**config.mk**
```make
export PLATFORM = sky130hd
export DESIGN_NAME = run_limit_dev_flat
export DESIGN_NICKNAME = d
export VERILOG_FILES = /design/src/rtl/run_limit_pkg.sv /design/src/rtl/run_limit_if.sv /design/src/rtl/run_limit_dev.sv /design/src/flat_wrapper.sv
export VERILOG_INCLUDE_DIRS = /design/src /design/src/rtl
export SDC_FILE = /design/constraint.sdc
export NUM_CORES = 1
export LEC_CHECK = 0
export ABC_AREA = 1
export BUFFER_PORTS_ARGS = -buffer_cell sky130_fd_sc_hd__clkbuf_2
export CORE_MARGIN = 5
export CORE_UTILIZATION = 60
export CTS_CLUSTER_DIAMETER = 50
export DETAILED_ROUTE_END_ITERATION = 10
export GPL_ROUTABILITY_DRIVEN = 0
export HOLD_SLACK_MARGIN = 0.02
export PLACE_DENSITY = 0.75
export SETUP_SLACK_MARGIN = 0.5
export SLEW_MARGIN = 20
export SYNTH_ARGS = -nofsm -noshare
export SYNTH_HDL_FRONTEND = slang
export SYNTH_SLANG_ARGS = --single-unit
```
**constraint.sdc**
```tcl
create_clock -name core_clk -period 14.5 [get_ports core_clk]
set_input_delay 1.45 -clock core_clk [delete_from_list [all_inputs] [get_ports core_clk]]
set_output_delay 1.45 -clock core_clk [all_outputs]
set_load 0.01 [all_outputs]
```
**src/rtl/run_limit_defs.svh**
```systemverilog
// constants for the run-until-limit command path
`ifndef RUN_LIMIT_DEFS_SVH
`define RUN_LIMIT_DEFS_SVH
// core clock rate in hertz
`define CLK_HZ          27'd100000000
// clock cycles in one percent of a second
`define CLK_PER_PCT     27'd1000000
// accepted pulse rate in hertz
`define FREQ_MIN        16'd20
`define FREQ_MAX        16'd20000
// duty percent that means half on, half off
`define DUTY_HALF       7'd50
// command codes on the command port
`define CMD_READ_ERR    8'h01
`define CMD_RUN_LIMIT   8'h02
// limit selector fields
`define LIM_IN_LSB      0
`define LIM_EDGE_LSB    4
`define LIM_IN_MAX      4'h3
`define LIM_EDGE_MAX    4'h2
// edge kinds
`define EDGE_RISE       4'h0
`define EDGE_FALL       4'h1
// error codes, decimal values
`define ERR_NONE        16'd0
`define ERR_BAD_CMD     16'd100
`define ERR_NO_FILE     16'd101
`define ERR_FILE_TYPE   16'd102
`define ERR_PROFILE     16'd103
`define ERR_NOT_LIMIT   16'd104
`define ERR_EDGE_RANGE  16'd105
`define ERR_IN_FUNC     16'd106
`define ERR_IN_FUNC_NUM 16'd107
`define ERR_PRESET_FN   16'd108
`define ERR_TABLE_FULL  16'd109
`define ERR_TABLE_IDX   16'd110
`define ERR_REG_NUM     16'd111
`define ERR_REG_UNCFG   16'd112
`define ERR_REMOTE      16'd2001
`endif

```
**src/rtl/run_limit_pkg.sv**
```systemverilog
// types shared by both ends of the command path
package run_limit_pkg;
    typedef logic [15:0] err_code_t;
    typedef logic [7:0]  cmd_code_t;
    typedef enum logic [1:0] {
        D_IDLE  = 2'b01,
        D_CHECK = 2'b10
    } dev_state_t;
    typedef enum logic [6:0] {
        H_IDLE  = 7'b0000001,
        H_ISSUE = 7'b0000010,
        H_WAIT  = 7'b0000100,
        H_DIR   = 7'b0001000,
        H_ENA   = 7'b0010000,
        H_RDISS = 7'b0100000,
        H_RDWT  = 7'b1000000
    } host_state_t;
endpackage

```
**src/rtl/run_limit_if.sv**
```systemverilog
// command port between host controller and pulse module
`timescale 1ns/1ps
interface run_limit_if;
    import run_limit_pkg::*;
    logic      cmdReq;
    cmd_code_t cmdCode;
    logic [7:0]  moduleNumber;
    logic [1:0]  outSel;
    logic [15:0] freqHz;
    logic [7:0]  limitSel;
    logic [7:0]  dutyCode;
    logic        doneOk;
    logic        doneErr;
    err_code_t   errCode;
    logic        errCodeValid;
    logic [3:0]  dirCtl;
    logic [3:0]  outEnable;
    modport dev (input cmdReq, cmdCode, moduleNumber, outSel, freqHz, limitSel, dutyCode,
                 dirCtl, outEnable, output doneOk, doneErr, errCode, errCodeValid);
    modport host (output cmdReq, cmdCode, moduleNumber, outSel, freqHz, limitSel, dutyCode,
                  dirCtl, outEnable, input doneOk, doneErr, errCode, errCodeValid);
endinterface

```
**src/rtl/run_limit_dev.sv**
```systemverilog
// pulse module end: command decode, error store, pulse trains
// Operation
// - read-error rising edge returns stored code
// - code kept until next command other than a read
// - remote link access returns code 2001
// - code 0 none, 100 unknown command
// - codes 101 to 103 for file errors
// - 104 not a limit, 105 bad edge
// - 106 bad input function, 107 range
// - 108 preset, 109 full, 110 index
// - 111 register range, 112 unconfigured register
// - run rising edge loads channel parameters
// - host configures limit inputs beforehand
// - low digit input, high digit edge
// - pulse rate 20 to 20000 hertz
// - duty two-digit BCD percent, 0 and 50 halve
// - host addresses module and one of four outputs
// - exactly one of success or error
// - pulse until limit event, then stop
// - host sets direction then enables output
// - host keeps workspace private
`timescale 1ns/1ps
`include "run_limit_defs.svh"
module run_limit_dev
(
    run_limit_if.dev       cmd,
    input  wire logic      core_clk,
    input  wire logic      rst_b,
    input  wire logic [7:0] myNumber,
    input  wire logic      remoteLinked,
    input  wire logic [3:0] limitCfg,
    input  wire logic [3:0] limitPin,
    output logic [3:0]     pulseOut,
    output logic [3:0]     dirOut,
    output logic [3:0]     running
);
    import run_limit_pkg::*;

    // ****************************************
    // functions
    // ****************************************
    // duty code to percent, zero meaning half
    function automatic logic [6:0] dutyPct(input logic [7:0] d);
        logic [6:0] p;
        p = 7'(d[7:4]) * 7'd10 + {3'h0, d[3:0]};
        dutyPct = (p == 7'd0) ? `DUTY_HALF : p;
    endfunction

    // edge selector match
    function automatic logic edgeHit(input logic [3:0] e, input logic r, input logic f);
        case (e)
            `EDGE_RISE: edgeHit = r;
            `EDGE_FALL: edgeHit = f;
            default:    edgeHit = r | f;
        endcase
    endfunction

    // ****************************************
    // command capture
    // ****************************************
    dev_state_t  state;
    logic        reqPrev;
    cmd_code_t   code;
    logic [1:0]  ch;
    logic [15:0] freq;
    logic [7:0]  lim;
    logic [7:0]  duty;
    err_code_t   errStore;
    err_code_t   next_err;
    logic        reqRise;

    assign reqRise = cmd.cmdReq & ~reqPrev & (cmd.moduleNumber == myNumber);

    // request edge detector
    always_ff @(posedge core_clk or negedge rst_b)
    begin
        if (!rst_b)
            reqPrev <= 1'b0;
        else
            reqPrev <= cmd.cmdReq;
    end

    // latch parameters on a new command
    always_ff @(posedge core_clk or negedge rst_b)
    begin
        if (!rst_b)
        begin
            code <= 8'h00;
            ch   <= 2'h0;
            freq <= 16'h0000;
            lim  <= 8'h00;
            duty <= 8'h00;
        end
        else if (reqRise && state == D_IDLE)
        begin
            code <= cmd.cmdCode;
            ch   <= cmd.outSel;
            freq <= cmd.freqHz;
            lim  <= cmd.limitSel;
            duty <= cmd.dutyCode;
        end
    end

    // ****************************************
    // validation
    // ****************************************
    // error decided for the latched command
    always_comb
    begin
        next_err = `ERR_NONE;
        if (code != `CMD_RUN_LIMIT)
            next_err = `ERR_BAD_CMD;
        else if (lim[`LIM_IN_LSB +: 4] > `LIM_IN_MAX)
            next_err = `ERR_NOT_LIMIT;
        else if (lim[`LIM_EDGE_LSB +: 4] > `LIM_EDGE_MAX)
            next_err = `ERR_EDGE_RANGE;
        else if (!limitCfg[lim[1:0]])
            next_err = `ERR_NOT_LIMIT;
        else if (freq < `FREQ_MIN || freq > `FREQ_MAX)
            next_err = `ERR_BAD_CMD;
        else if (duty[7:4] > 4'h9 || duty[3:0] > 4'h9)
            next_err = `ERR_BAD_CMD;
    end

    // ****************************************
    // sequencing and answer
    // ****************************************
    // two-step execution
    always_ff @(posedge core_clk or negedge rst_b)
    begin
        if (!rst_b)
            state <= D_IDLE;
        else
        begin
            case (state)
                D_IDLE:  if (reqRise) state <= D_CHECK;
                D_CHECK: state <= D_IDLE;
                default: state <= D_IDLE;
            endcase
        end
    end

    // completion flags, one of two per command
    always_ff @(posedge core_clk or negedge rst_b)
    begin
        if (!rst_b)
        begin
            cmd.doneOk  <= 1'b0;
            cmd.doneErr <= 1'b0;
        end
        else if (reqRise && state == D_IDLE)
        begin
            cmd.doneOk  <= 1'b0;
            cmd.doneErr <= 1'b0;
        end
        else if (state == D_CHECK)
        begin
            if (code == `CMD_READ_ERR)
            begin
                cmd.doneOk  <= ~remoteLinked;
                cmd.doneErr <= remoteLinked;
            end
            else
            begin
                cmd.doneOk  <= (next_err == `ERR_NONE);
                cmd.doneErr <= (next_err != `ERR_NONE);
            end
        end
    end

    // stored error code for the last command other than a read
    always_ff @(posedge core_clk or negedge rst_b)
    begin
        if (!rst_b)
            errStore <= `ERR_NONE;
        else if (state == D_CHECK && code != `CMD_READ_ERR)
            errStore <= next_err;
    end

    // error code read back
    always_ff @(posedge core_clk or negedge rst_b)
    begin
        if (!rst_b)
        begin
            cmd.errCode      <= `ERR_NONE;
            cmd.errCodeValid <= 1'b0;
        end
        else
        begin
            cmd.errCodeValid <= 1'b0;
            if (state == D_CHECK && code == `CMD_READ_ERR)
            begin
                cmd.errCode      <= remoteLinked ? `ERR_REMOTE : errStore;
                cmd.errCodeValid <= 1'b1;
            end
        end
    end

    // ****************************************
    // limit inputs
    // ****************************************
    logic [3:0] s1;
    logic [3:0] s2;
    logic [3:0] s3;
    logic [3:0] filt;
    logic [3:0] filtPrev;

    // three-stage synchroniser, level taken on agreement
    always_ff @(posedge core_clk or negedge rst_b)
    begin
        if (!rst_b)
        begin
            s1       <= 4'h0;
            s2       <= 4'h0;
            s3       <= 4'h0;
            filt     <= 4'h0;
            filtPrev <= 4'h0;
        end
        else
        begin
            s1       <= limitPin;
            s2       <= s1;
            s3       <= s2;
            filt     <= (s2 & s3) | (filt & (s2 ^ s3));
            filtPrev <= filt;
        end
    end

    // ****************************************
    // output channels
    // ****************************************
    logic [15:0] chFreq [4];
    logic [26:0] chHigh [4];
    logic [1:0]  chIn   [4];
    logic [3:0]  chEdge [4];
    logic        loadNow;

    assign loadNow = (state == D_CHECK) && (next_err == `ERR_NONE);

    // per-channel parameter store
    always_ff @(posedge core_clk or negedge rst_b)
    begin
        if (!rst_b)
        begin
            for (int i = 0; i < 4; i++)
            begin
                chFreq[i] <= 16'h0000;
                chHigh[i] <= 27'h0000000;
                chIn[i]   <= 2'h0;
                chEdge[i] <= 4'h0;
            end
        end
        else if (loadNow)
        begin
            chFreq[ch] <= freq;
            chHigh[ch] <= 27'(dutyPct(duty) * `CLK_PER_PCT);
            chIn[ch]   <= lim[1:0];
            chEdge[ch] <= lim[`LIM_EDGE_LSB +: 4];
        end
    end

    // direction follows host control
    always_ff @(posedge core_clk or negedge rst_b)
    begin
        if (!rst_b)
            dirOut <= 4'h0;
        else
            dirOut <= cmd.dirCtl;
    end

    genvar g;
    generate
        for (g = 0; g < 4; g++)
        begin : gen_ch
            logic [26:0] acc;
            logic [26:0] sum;
            logic        hit;

            assign sum = acc + {11'h000, chFreq[g]};
            assign hit = edgeHit(chEdge[g], filt[chIn[g]] & ~filtPrev[chIn[g]],
                                 ~filt[chIn[g]] & filtPrev[chIn[g]]);

            // armed until the chosen limit event
            always_ff @(posedge core_clk or negedge rst_b)
            begin
                if (!rst_b)
                    running[g] <= 1'b0;
                else if (loadNow && ch == g)
                    running[g] <= 1'b1;
                else if (hit)
                    running[g] <= 1'b0;
            end

            // phase accumulator pulse train
            always_ff @(posedge core_clk or negedge rst_b)
            begin
                if (!rst_b)
                begin
                    acc         <= 27'h0000000;
                    pulseOut[g] <= 1'b0;
                end
                else if (running[g] && cmd.outEnable[g] && !hit)
                begin
                    acc         <= (sum >= `CLK_HZ) ? sum - `CLK_HZ : sum;
                    pulseOut[g] <= (acc < chHigh[g]);
                end
                else
                begin
                    acc         <= 27'h0000000;
                    pulseOut[g] <= 1'b0;
                end
            end
        end
    endgenerate
endmodule

```
**src/flat_wrapper.sv**
```systemverilog
// flat-port wrapper written by rule: the top's interface ports become plain ports
module run_limit_dev_flat import run_limit_pkg::*;
  (core_clk, rst_b, myNumber, remoteLinked, limitCfg, limitPin, pulseOut, dirOut, running, cmd_cmdReq, cmd_cmdCode, cmd_moduleNumber, cmd_outSel, cmd_freqHz, cmd_limitSel, cmd_dutyCode, cmd_dirCtl, cmd_outEnable, cmd_doneOk, cmd_doneErr, cmd_errCode, cmd_errCodeValid);
  run_limit_if cmd_i ();
  input  wire logic core_clk;
  input  wire logic rst_b;
  input  wire logic [7:0] myNumber;
  input  wire logic remoteLinked;
  input  wire logic [3:0] limitCfg;
  input  wire logic [3:0] limitPin;
  output logic [3:0] pulseOut;
  output logic [3:0] dirOut;
  output logic [3:0] running;
  input wire logic [$bits(cmd_i.cmdReq)-1:0] cmd_cmdReq;
  input wire logic [$bits(cmd_i.cmdCode)-1:0] cmd_cmdCode;
  input wire logic [$bits(cmd_i.moduleNumber)-1:0] cmd_moduleNumber;
  input wire logic [$bits(cmd_i.outSel)-1:0] cmd_outSel;
  input wire logic [$bits(cmd_i.freqHz)-1:0] cmd_freqHz;
  input wire logic [$bits(cmd_i.limitSel)-1:0] cmd_limitSel;
  input wire logic [$bits(cmd_i.dutyCode)-1:0] cmd_dutyCode;
  input wire logic [$bits(cmd_i.dirCtl)-1:0] cmd_dirCtl;
  input wire logic [$bits(cmd_i.outEnable)-1:0] cmd_outEnable;
  output wire logic [$bits(cmd_i.doneOk)-1:0] cmd_doneOk;
  output wire logic [$bits(cmd_i.doneErr)-1:0] cmd_doneErr;
  output wire logic [$bits(cmd_i.errCode)-1:0] cmd_errCode;
  output wire logic [$bits(cmd_i.errCodeValid)-1:0] cmd_errCodeValid;
  assign cmd_i.cmdReq = cmd_cmdReq;
  assign cmd_i.cmdCode = cmd_cmdCode;
  assign cmd_i.moduleNumber = cmd_moduleNumber;
  assign cmd_i.outSel = cmd_outSel;
  assign cmd_i.freqHz = cmd_freqHz;
  assign cmd_i.limitSel = cmd_limitSel;
  assign cmd_i.dutyCode = cmd_dutyCode;
  assign cmd_i.dirCtl = cmd_dirCtl;
  assign cmd_i.outEnable = cmd_outEnable;
  assign cmd_doneOk = cmd_i.doneOk;
  assign cmd_doneErr = cmd_i.doneErr;
  assign cmd_errCode = cmd_i.errCode;
  assign cmd_errCodeValid = cmd_i.errCodeValid;
  run_limit_dev u_core (.cmd(cmd_i), .core_clk(core_clk), .rst_b(rst_b), .myNumber(myNumber), .remoteLinked(remoteLinked), .limitCfg(limitCfg), .limitPin(limitPin), .pulseOut(pulseOut), .dirOut(dirOut), .running(running));
endmodule
```
# ---- Word-level counts from Yosys, hierarchy flattened
# Cells that the tools add are included.
dict set report classes {
  n_lt_le_gt_ge 21
  n_reduce_logical 36
  bitwise 29
  addsub 9
  mux 71
  eq_ne 14
  multipliers 2
}
# operator count
set ops {}
lappend ops {{$mux 27} 9}
lappend ops {{$mux 16} 7}
lappend ops {{$add 27x16->27} 4}
lappend ops {{$bwmux 108} 1}
lappend ops {{$ge 27x27->1 const B} 4}
lappend ops {{$lt 27x27->1} 4}
lappend ops {{$sub 27x27->27 const B} 4}
lappend ops {{$bwmux 64} 1}
lappend ops {{$demux 27 s2} 1}
lappend ops {{$demux 16 s2} 1}
lappend ops {{$mux 1} 28}
lappend ops {{$mul 7x14->21 const B} 1}
lappend ops {{$bmux 1 s2} 9}
lappend ops {{$logic_and 1x1->1} 17}
lappend ops {{$bwmux 16} 1}
lappend ops {{$eq 4x1->1 const B} 4}
lappend ops {{$gt 16x15->1 const B} 1}
lappend ops {{$logic_not 16->1} 1}
lappend ops {{$logic_not 4->1} 4}
lappend ops {{$lt 16x5->1 const B} 1}
lappend ops {{$reduce_bool 16->1} 1}
lappend ops {{$lt 2x3->1 const B} 5}
lappend ops {{$mux 7} 2}
lappend ops {{$and 1x1->1} 10}
lappend ops {{other kinds (30)} 61}
dict set report totals {
  elab_cells 228
  ff_bits 416
  output_inout_bits 31
}

# ---- Longest topological paths before layout
# Gate-level depths: netlist of the first run.
dict set report logic_depth {
  depth_word 12
  ltp_mapped 28
}

# ---- Worst setup path before layout of the first run
# OpenSTA, ideal clock, no wires.
dict set report synth_timing {
  path_kind {register -> register}
  startpoint {reg u_core.duty[5]}
  endpoint {reg u_core.chHigh[106] in the netlist's numbering}
  arrival_ns 5.816
  path_stages_with_launch 27
  n_path_buf 0
  setup_slack_ns 8.602
  path_cell_list {dfrtp_1 ha_1 ha_1 inv_1 fa_1 nor2_1 xor2_1 inv_1 nor4_1 nor2_1 fa_1 inv_1 fa_1 inv_1 fa_1 inv_1 ha_1 ha_1 nand2_1 inv_1 nand4_1 o2111ai_1 a21oi_1 o21bai_1 xor2_1 nand2_1 o21ai_0}
}
dict set report synth_via {
  elab_chain_cells 10
  elab_cells_between_ends 16
  classes_between {1 x add/sub; 2 x mul; 1 x order compare; 8 x mux; 4 x reduce/logical}
}
# item line_no
set synth_lines {}
lappend synth_lines {{start, declared} run_limit_dev.sv:67} ;# logic [7:0] duty;
lappend synth_lines {{start signal, assigned} run_limit_dev.sv:100} ;# duty <= cmd.dutyCode;
lappend synth_lines {{parallel branches: the longest is 10 deep, another holds $mul 7x14->21} -}
lappend synth_lines {{end signal, assigned by index} run_limit_dev.sv:256} ;# chHigh[ch] <= 27'(dutyPct(duty) * `CLK_PER_PCT);
lappend synth_lines {{end, declared} run_limit_dev.sv:233} ;# logic [26:0] chHigh [4];
# Several ways; the timed one is not identified.
# A chain may end at the register's enable or synchronous reset.

# ---- Worst setup path after layout of the first run
dict set report layout_timing {
  startpoint {reg u_core.duty[5]}
  endpoint {reg u_core.chHigh[80] in the netlist's numbering}
}
# Same word-level chain as after synthesis.

==> results of run 1 <==
==> Yosys cell counts (4+ instances only) <==
library cell	instances	share of area (%)
a21o_1	6	0.17
nand4_1	55	1.3
clkbuf_1	43	0.59
buf_6	6	0.25
buf_4	20	0.55
nand2_1	1341	18
dfrtp_1	369	34
nor2_1	350	4.8
and2_1	4	0.092
fa_1	18	1.3
buf_2	6	0.11
o21ai_0	235	4.3
a21oi_1	136	2.5
or2_2	5	0.11
ha_1	221	10
nand2_2	33	0.76
xor2_1	43	1.4
nor2_2	25	0.57
o21ai_1	11	0.20
o21bai_1	7	0.19
o21a_1	5	0.14
nor3b_1	4	0.11
inv_1	643	8.8
a32oi_1	8	0.26
a31oi_1	7	0.16
a211oi_1	5	0.14
nor4_1	10	0.23
nor3_1	21	0.39
nor2_4	4	0.17
nand3_2	11	0.40
nand3_1	273	5.0
xnor2_1	20	0.64
inv_2	14	0.19
nand3b_1	14	0.39
==> worst min-delay path by stage <==
stage | slack, ns | start | depth (start not counted) | to
floorplan | 0.33 | u_core.s1[0] | 0 | u_core.s2[0]
global placement | 0.33 | u_core.s1[2] | 0 | u_core.s2[2]
detailed placement | 0.34 | u_core.s1[3] | 0 | u_core.s2[3]
CTS | 0.35 | u_core.s1[3] | 0 | u_core.s2[3]
global route | 0.36 | u_core.s1[1] | 0 | u_core.s2[1]
finish | 0.35 | u_core.s1[3] | 0 | u_core.s2[3]
==> state kept, by name, summed over array words and instances, names as in the netlist, 6 cells and up <==
name                cells
u_core.code             8
u_core.gen_ch.acc     108
u_core.duty             8
u_core.lim              8
u_core.chIn             8
u_core.chEdge          16
u_core.freq            16
u_core.chFreq          64
u_core.chHigh          84
u_core.cmd.errCode      6
==> cells by family (layout without fill, tap and decap cells) <==
group / count (synthesis) / count (layout) / share of synthesized area (%)
XOR/XNOR: 64 / 64 / 2.08
AO/OA/AOI/OAI: 438 / 438 / 8.63
AND/OR/NAND/NOR: 2162 / 2162 / 33.3
other: 1 / 6 / 0.0137
buffers and inverters: 735 / 858 / 10.6
adder cells (fa/ha/maj): 239 / 239 / 11.5
flip-flops: 370 / 370 / 34.0
==> critical path, cell delays in order (launching register included) <==
cell,delay (ns)
dfrtp_1,0.44
ha_1,0.32
ha_1,0.19
inv_1,0.06
fa_1,0.45
nor2_1,0.15
xor2_1,0.42
inv_1,0.25
nor4_1,0.39
nor2_1,0.15
inv_1,0.22
fa_1,0.48
ha_1,0.29
inv_1,0.05
fa_1,0.49
fa_1,0.52
inv_1,0.04
ha_1,0.37
nand2_1,0.08
nor2_1,0.13
nand3_1,0.09
o2111ai_1,0.24
nand3_1,0.12
nand2_1,0.11
xor2_1,0.32
nand2_1,0.11
o21ai_0,0.09
==> area by class of cell <==
class / count / area (sq um)
Fill cell: 4090 / 15300
Sequential cell: 370 / 9260
Timing Repair Buffer: 112 / 596
Inverter: 659 / 2470
Clock buffer: 62 / 1380
Clock inverter: 25 / 259
Multi-Input combinational cell: 2909 / 15200
Tap cell: 600 / 751
==> layer usage <==
layer	track usage [%]	vias to the layer above	share of wire, %
li1	-	12800	-
met2	47.3	759	45
met3	4.24	167	5.9
met4	10.8	0	4.0
met1	41.8	11700	45
met5	0	-	0
==> where the power goes <==
group	internal, mW	switching [mW]
sequential	1.05	0.0143
clock	0.717	0.496
combinational	0.195	0.395
total	1.96	0.905
==> through the flow <==
stage                     area [sq um]  hold slack, ns
final                            29900           0.346
after global routing             29900           0.363
after CTS                        29900           0.349
after detailed placement         28200           0.336
after global placement           28200           0.331
after floorplan                  27300           0.331
==> flow_summary.json, run 1 <==
{
  "grt_pass1_vias": 23800,
  "syn_area_sq_um": 27300,
  "cts.sinks": 370,
  "vias": 25400,
  "reg2reg_to": "u_core.chHigh[80]",
  "die_area_sq_um": 49800,
  "drc": 0,
  "layout_setup_ws_ns": 7.81,
  "cts_resized": 0,
  "area_delta_synth_final_pct": 9.57,
  "cts_buffer_depth": 3,
  "first_pass_iters": 6,
  "status": "completed",
  "start_kind": "flop",
  "grt.overflow.total": 0,
  "initial_core_util_pct": 60.4,
  "dp.cells": 4650,
  "fin_setup_tns_ns": 0,
  "portBuffers": 102,
  "cts_root_buf": "clkbuf_16",
  "post-route-period-util_pct": 46.1,
  "crit_required_ns": 15.00,
  "ioPinCount": 109,
  "hold_path.class": "flop to flop",
  "leakagePower_nw": 16.2,
  "synthArstFlopShare_pct": 100,
  "wl_per_cell_um": 15.7,
  "avgSynthCellArea_sq_um": 6.80,
  "postCtsSetupBuffers": 0,
  "num_rows": 78,
  "cts_buffers": 48,
  "utilization_pct": 66.1,
  "critPathKind": "flop to flop",
  "yosysUniqueCellTypes": 60,
  "cp_max_fo": 6,
  "period_needed_ns": 6.69,
  "via_per_inst": 5.36,
  "diodes": 0,
  "setup_violations": 0,
  "drt_wl_total_mm": 74.6,
  "startpoint": "u_core.duty[5]",
  "total_power_mw": 2.87,
  "grt_usage_pct": 29.8,
  "yosys_register_bits": 370,
  "synth-main-ff-cell": "dfrtp_1",
  "final_cell_mix": "nand2_1, inv_1, dfrtp_1, nor2_1, nand3_1",
  "fmax_mhz": 149,
  "powerDensity_nw_per_um2": 95.9,
  "endpoint_kind": "flop",
  "synth_warnings": 0,
  "final_common_cell": "nand2_1",
  "cts_tree": "built",
  "grt_max_degree": 114,
  "slew-limit-headroom_pct": 34.9,
  "synth_edf_count": 0,
  "tightest_slew_ns": 0.975,
  "drt_iter0_drc": 2052,
  "drv_slew": 0,
  "nets": 4417,
  "dieWidth_um": 223,
  "vdd_drop_max_mv": 0.101,
  "max-cap-violations": 0,
  "place_hpwl_mm": 57.9,
  "worstSkewPairLatency_ns": 0.58,
  "endpoint": "u_core.chHigh[80]",
  "worst_ep_arrival_time_ns": 7.19,
  "seq_area_frac_synth_pct": 34.0,
  "hold_violations": 0,
  "cts_htree_levels": 2,
  "detail-route-antenna-nets": 0,
  "antenna_found_initial": 1,
  "rsz0062_at_grt": "no",
  "regToRegSetupSlack_ns": 7.81,
  "core_sq_um": 45200,
  "final_cells": 4737,
  "die_y_um": 223,
  "reg2reg_depth": 26,
  "synthCells": 4009,
  "hold_buffers": 0,
  "rr_startpoint": "u_core.duty[5]",
  "path_clk_slew_ns": 0.06,
  "layout-drive-gt1-share_pct": 7.40,
  "place_ws_ns": 7.89,
  "skew_ns": 0.0180,
  "grt_pass1_wl_mm": 122
}
(Power assumes the default switching activity.)
==> run 2: changes to the inputs <==
CORE_UTILIZATION = 58   (was 60)
PLACE_DENSITY = 0.76   (was 0.75)
clock period = 5.8 ns   (was 14.5 ns; I/O delays follow)
==> run 2 against run 1 <==
Effect of this change:
- maximum frequency increased by 21%
- critical endpoint is now u_core.chHigh[79]
- final cell count increased by 0.57%
- wire length increased by 0.66%
- design area increased by 1.6%
- largest power group unchanged
- sequential power increased to 2.5 times the previous value
- die area increased by 3.3%
==> flow_summary.json, run 2 (synthesized netlist as in run 1, its figures left out) <==
{
  "status": "completed",
  "area_delta_synth_final_pct": 11.4,
  "powerDensity_nw_per_um2": 261,
  "register_area_sq_um": 9260,
  "final_cells": 4764,
  "hold_start": "limitPin[3]",
  "skew_ns": 0.0308,
  "detail-route-antenna-nets": 0,
  "drt_wl_total_mm": 75.1,
  "first_pass_iters": 7,
  "grt_pass1_wl_mm": 122,
  "period_needed_ns": 5.55,
  "num_rows": 79,
  "rsz0062_at_grt": "yes",
  "cts_tree": "built",
  "top_register": "u_core.gen_ch.acc",
  "top_regs": "u_core.gen_ch.acc x108, u_core.chHigh x84, u_core.chFreq x64",
  "cp_max_fo": 4,
  "crit_required_ns": 6.29,
  "endpoint_kind": "flop",
  "vias": 25600,
  "core_sq_um": 46600,
  "die_area_sq_um": 51500,
  "vdd_drop_max_mv": 0.316,
  "via_per_inst": 5.37,
  "multi_input_area_sq_um": 15500,
  "worst_ep_arrival_time_ns": 6.04,
  "max-cap-violations": 0,
  "final_common_cell": "nand2_1",
  "layout-drive-gt1-share_pct": 8.78,
  "tightest_slew_ns": 1.07,
  "portBuffers": 102,
  "cts_htree_levels": 2,
  "grtUsageMet2_pct": 46.2,
  "nFillCells": 4121,
  "drt_iter0_drc": 2076,
  "rr_startpoint": "u_core.duty[7]",
  "path_clk_slew_ns": 0.06,
  "antenna_found_initial": 0,
  "grt.overflow.total": 0,
  "dpl_cell_area_sq_um": 28400,
  "startpoint": "u_core.duty[7]",
  "start_kind": "flop",
  "drc": 0,
  "cts.sinks": 370,
  "diodes": 0,
  "largest_reg_flops": 108,
  "dieWidth_um": 227,
  "hold_path.class": "input pin to flop",
  "drv_slew": 0,
  "place_hpwl_mm": 57.3,
  "grt_max_degree": 178,
  "fmax_mhz": 180,
  "die_y_um": 227,
  "leakagePower_nw": 16.3,
  "grt_usage_pct": 29.2,
  "setup_violations": 0,
  "slew-limit-headroom_pct": 28.7,
  "grt_use_met3_pct": 4.26,
  "final_cell_mix": "nand2_1, inv_1, dfrtp_1, nor2_1, nand3_1",
  "final_area_sq_um": 30400,
  "post-route-period-util_pct": 95.7,
  "wl_per_cell_um": 15.8,
  "cts_root_buf": "clkbuf_16",
  "ioPinCount": 109,
  "use_met1_pct": 40.8,
  "hold_violations": 0,
  "grt_pass1_vias": 24000,
  "nets": 4436,
  "cts_buffer_depth": 3,
  "worstSkewPairLatency_ns": 0.59,
  "critPathKind": "flop to flop",
  "grt_most_used_layer": "met2",
  "cts_buffers": 47,
  "dp.cells": 4661,
  "initial_core_util_pct": 58.6
}
==> run 2: cell types whose count changed in the layout (fill, tap and decap cells not counted), moves of 5 or more <==
cell	change
o21ai_1	+11
nor2_1	-5
ha_1	-9
buf_4	+16
xor2_1	-7
inv_2	+7
o21ai_0	-12
ha_4	+9
xor2_2	+5
inv_1	-8
==> run 2: routing by layer <==
metal  vias up  share of wire [%]
met4         0                3.9
met1     11800                 45
li1      12800                  -
met2       758                 45
met5         -                  0
met3       176                6.0
==> run 2: path summary, 6_finish.rpt <==
check | to | slack [ns] | cells past startpoint
max in group asynchronous | u_core.duty[7] | 4.10 | 3
setup / recovery | u_core.chHigh[79] | 0.25 | 25
hold / removal | u_core.s1[3] | 0.1 | 1
setup reg to reg | u_core.chHigh[79] | 0.25 | 25
min in group asynchronous | u_core.gen_ch[3].acc[25] | 0.42 | 2
hold reg to reg | u_core.s2[3] | 0.35 | 0
==> run 2: critical path, stage by stage (launching register included) <==
cell       delay, ns
dfrtp_2         0.43
ha_4            0.28
ha_4            0.12
inv_2           0.03
fa_2            0.59
nor2_4          0.06
xor2_2          0.18
inv_2           0.07
nor4_4          0.26
nor2_2          0.11
fa_1            0.56
inv_2           0.05
fa_1            0.49
inv_1           0.05
fa_1            0.49
inv_2           0.05
ha_4            0.27
ha_4            0.22
buf_4           0.14
a21oi_2         0.14
o2111ai_2       0.15
a21oi_1         0.18
o21bai_1        0.12
xor2_2          0.28
nand2_1         0.08
o21ai_1         0.09
==> run 2: where the power goes <==
part | internal, mW | total (mW) | switching, mW
registers | 2.62 | 2.66 | 0.0349
clock network | 1.78 | 3.00 | 1.22
logic | 0.906 | 2.28 | 1.37
==> run 2: area by class of cell <==
type,count,area share [%]
multi-input cells,2909,51.0
flip-flops and latches,370,30.5
inverters,659,8.15
clock buffers,61,4.35
repair buffers,132,2.56
well taps,607,2.50
clock inverters,26,0.989
==> run 2: per-stage QoR <==
stage / total power, mW / setup TNS, ns / setup slack, ns / utilization, % / hold slack [ns]
final: 7.93 / 0 / 0.248 / 65.2 / 0.0954
after CTS: 7.74 / 0 / 0.352 / 65.1 / 0.0721
after floorplan: 3.94 / 0 / 0.327 / - / 0.284
after global placement: 4.41 / 0 / 0.0825 / 61.1 / 0.332
after global routing: 8.30 / 0 / 0.000469 / 65.2 / 0.0866
after detailed placement: 4.45 / -0.0572 / -0.0205 / 61.1 / 0.337
==> run 2: repair_timing <==
item | in CTS | in global routing
setup endpoints to repair | 25 | 32
endpoints found under the hold margin | 19 | 0
resized for setup | 25 | 14
buffers inserted | 12 | 3
cloned | 0 | 0
hold buffers | 1 | 0
pin swaps | 17 | 2
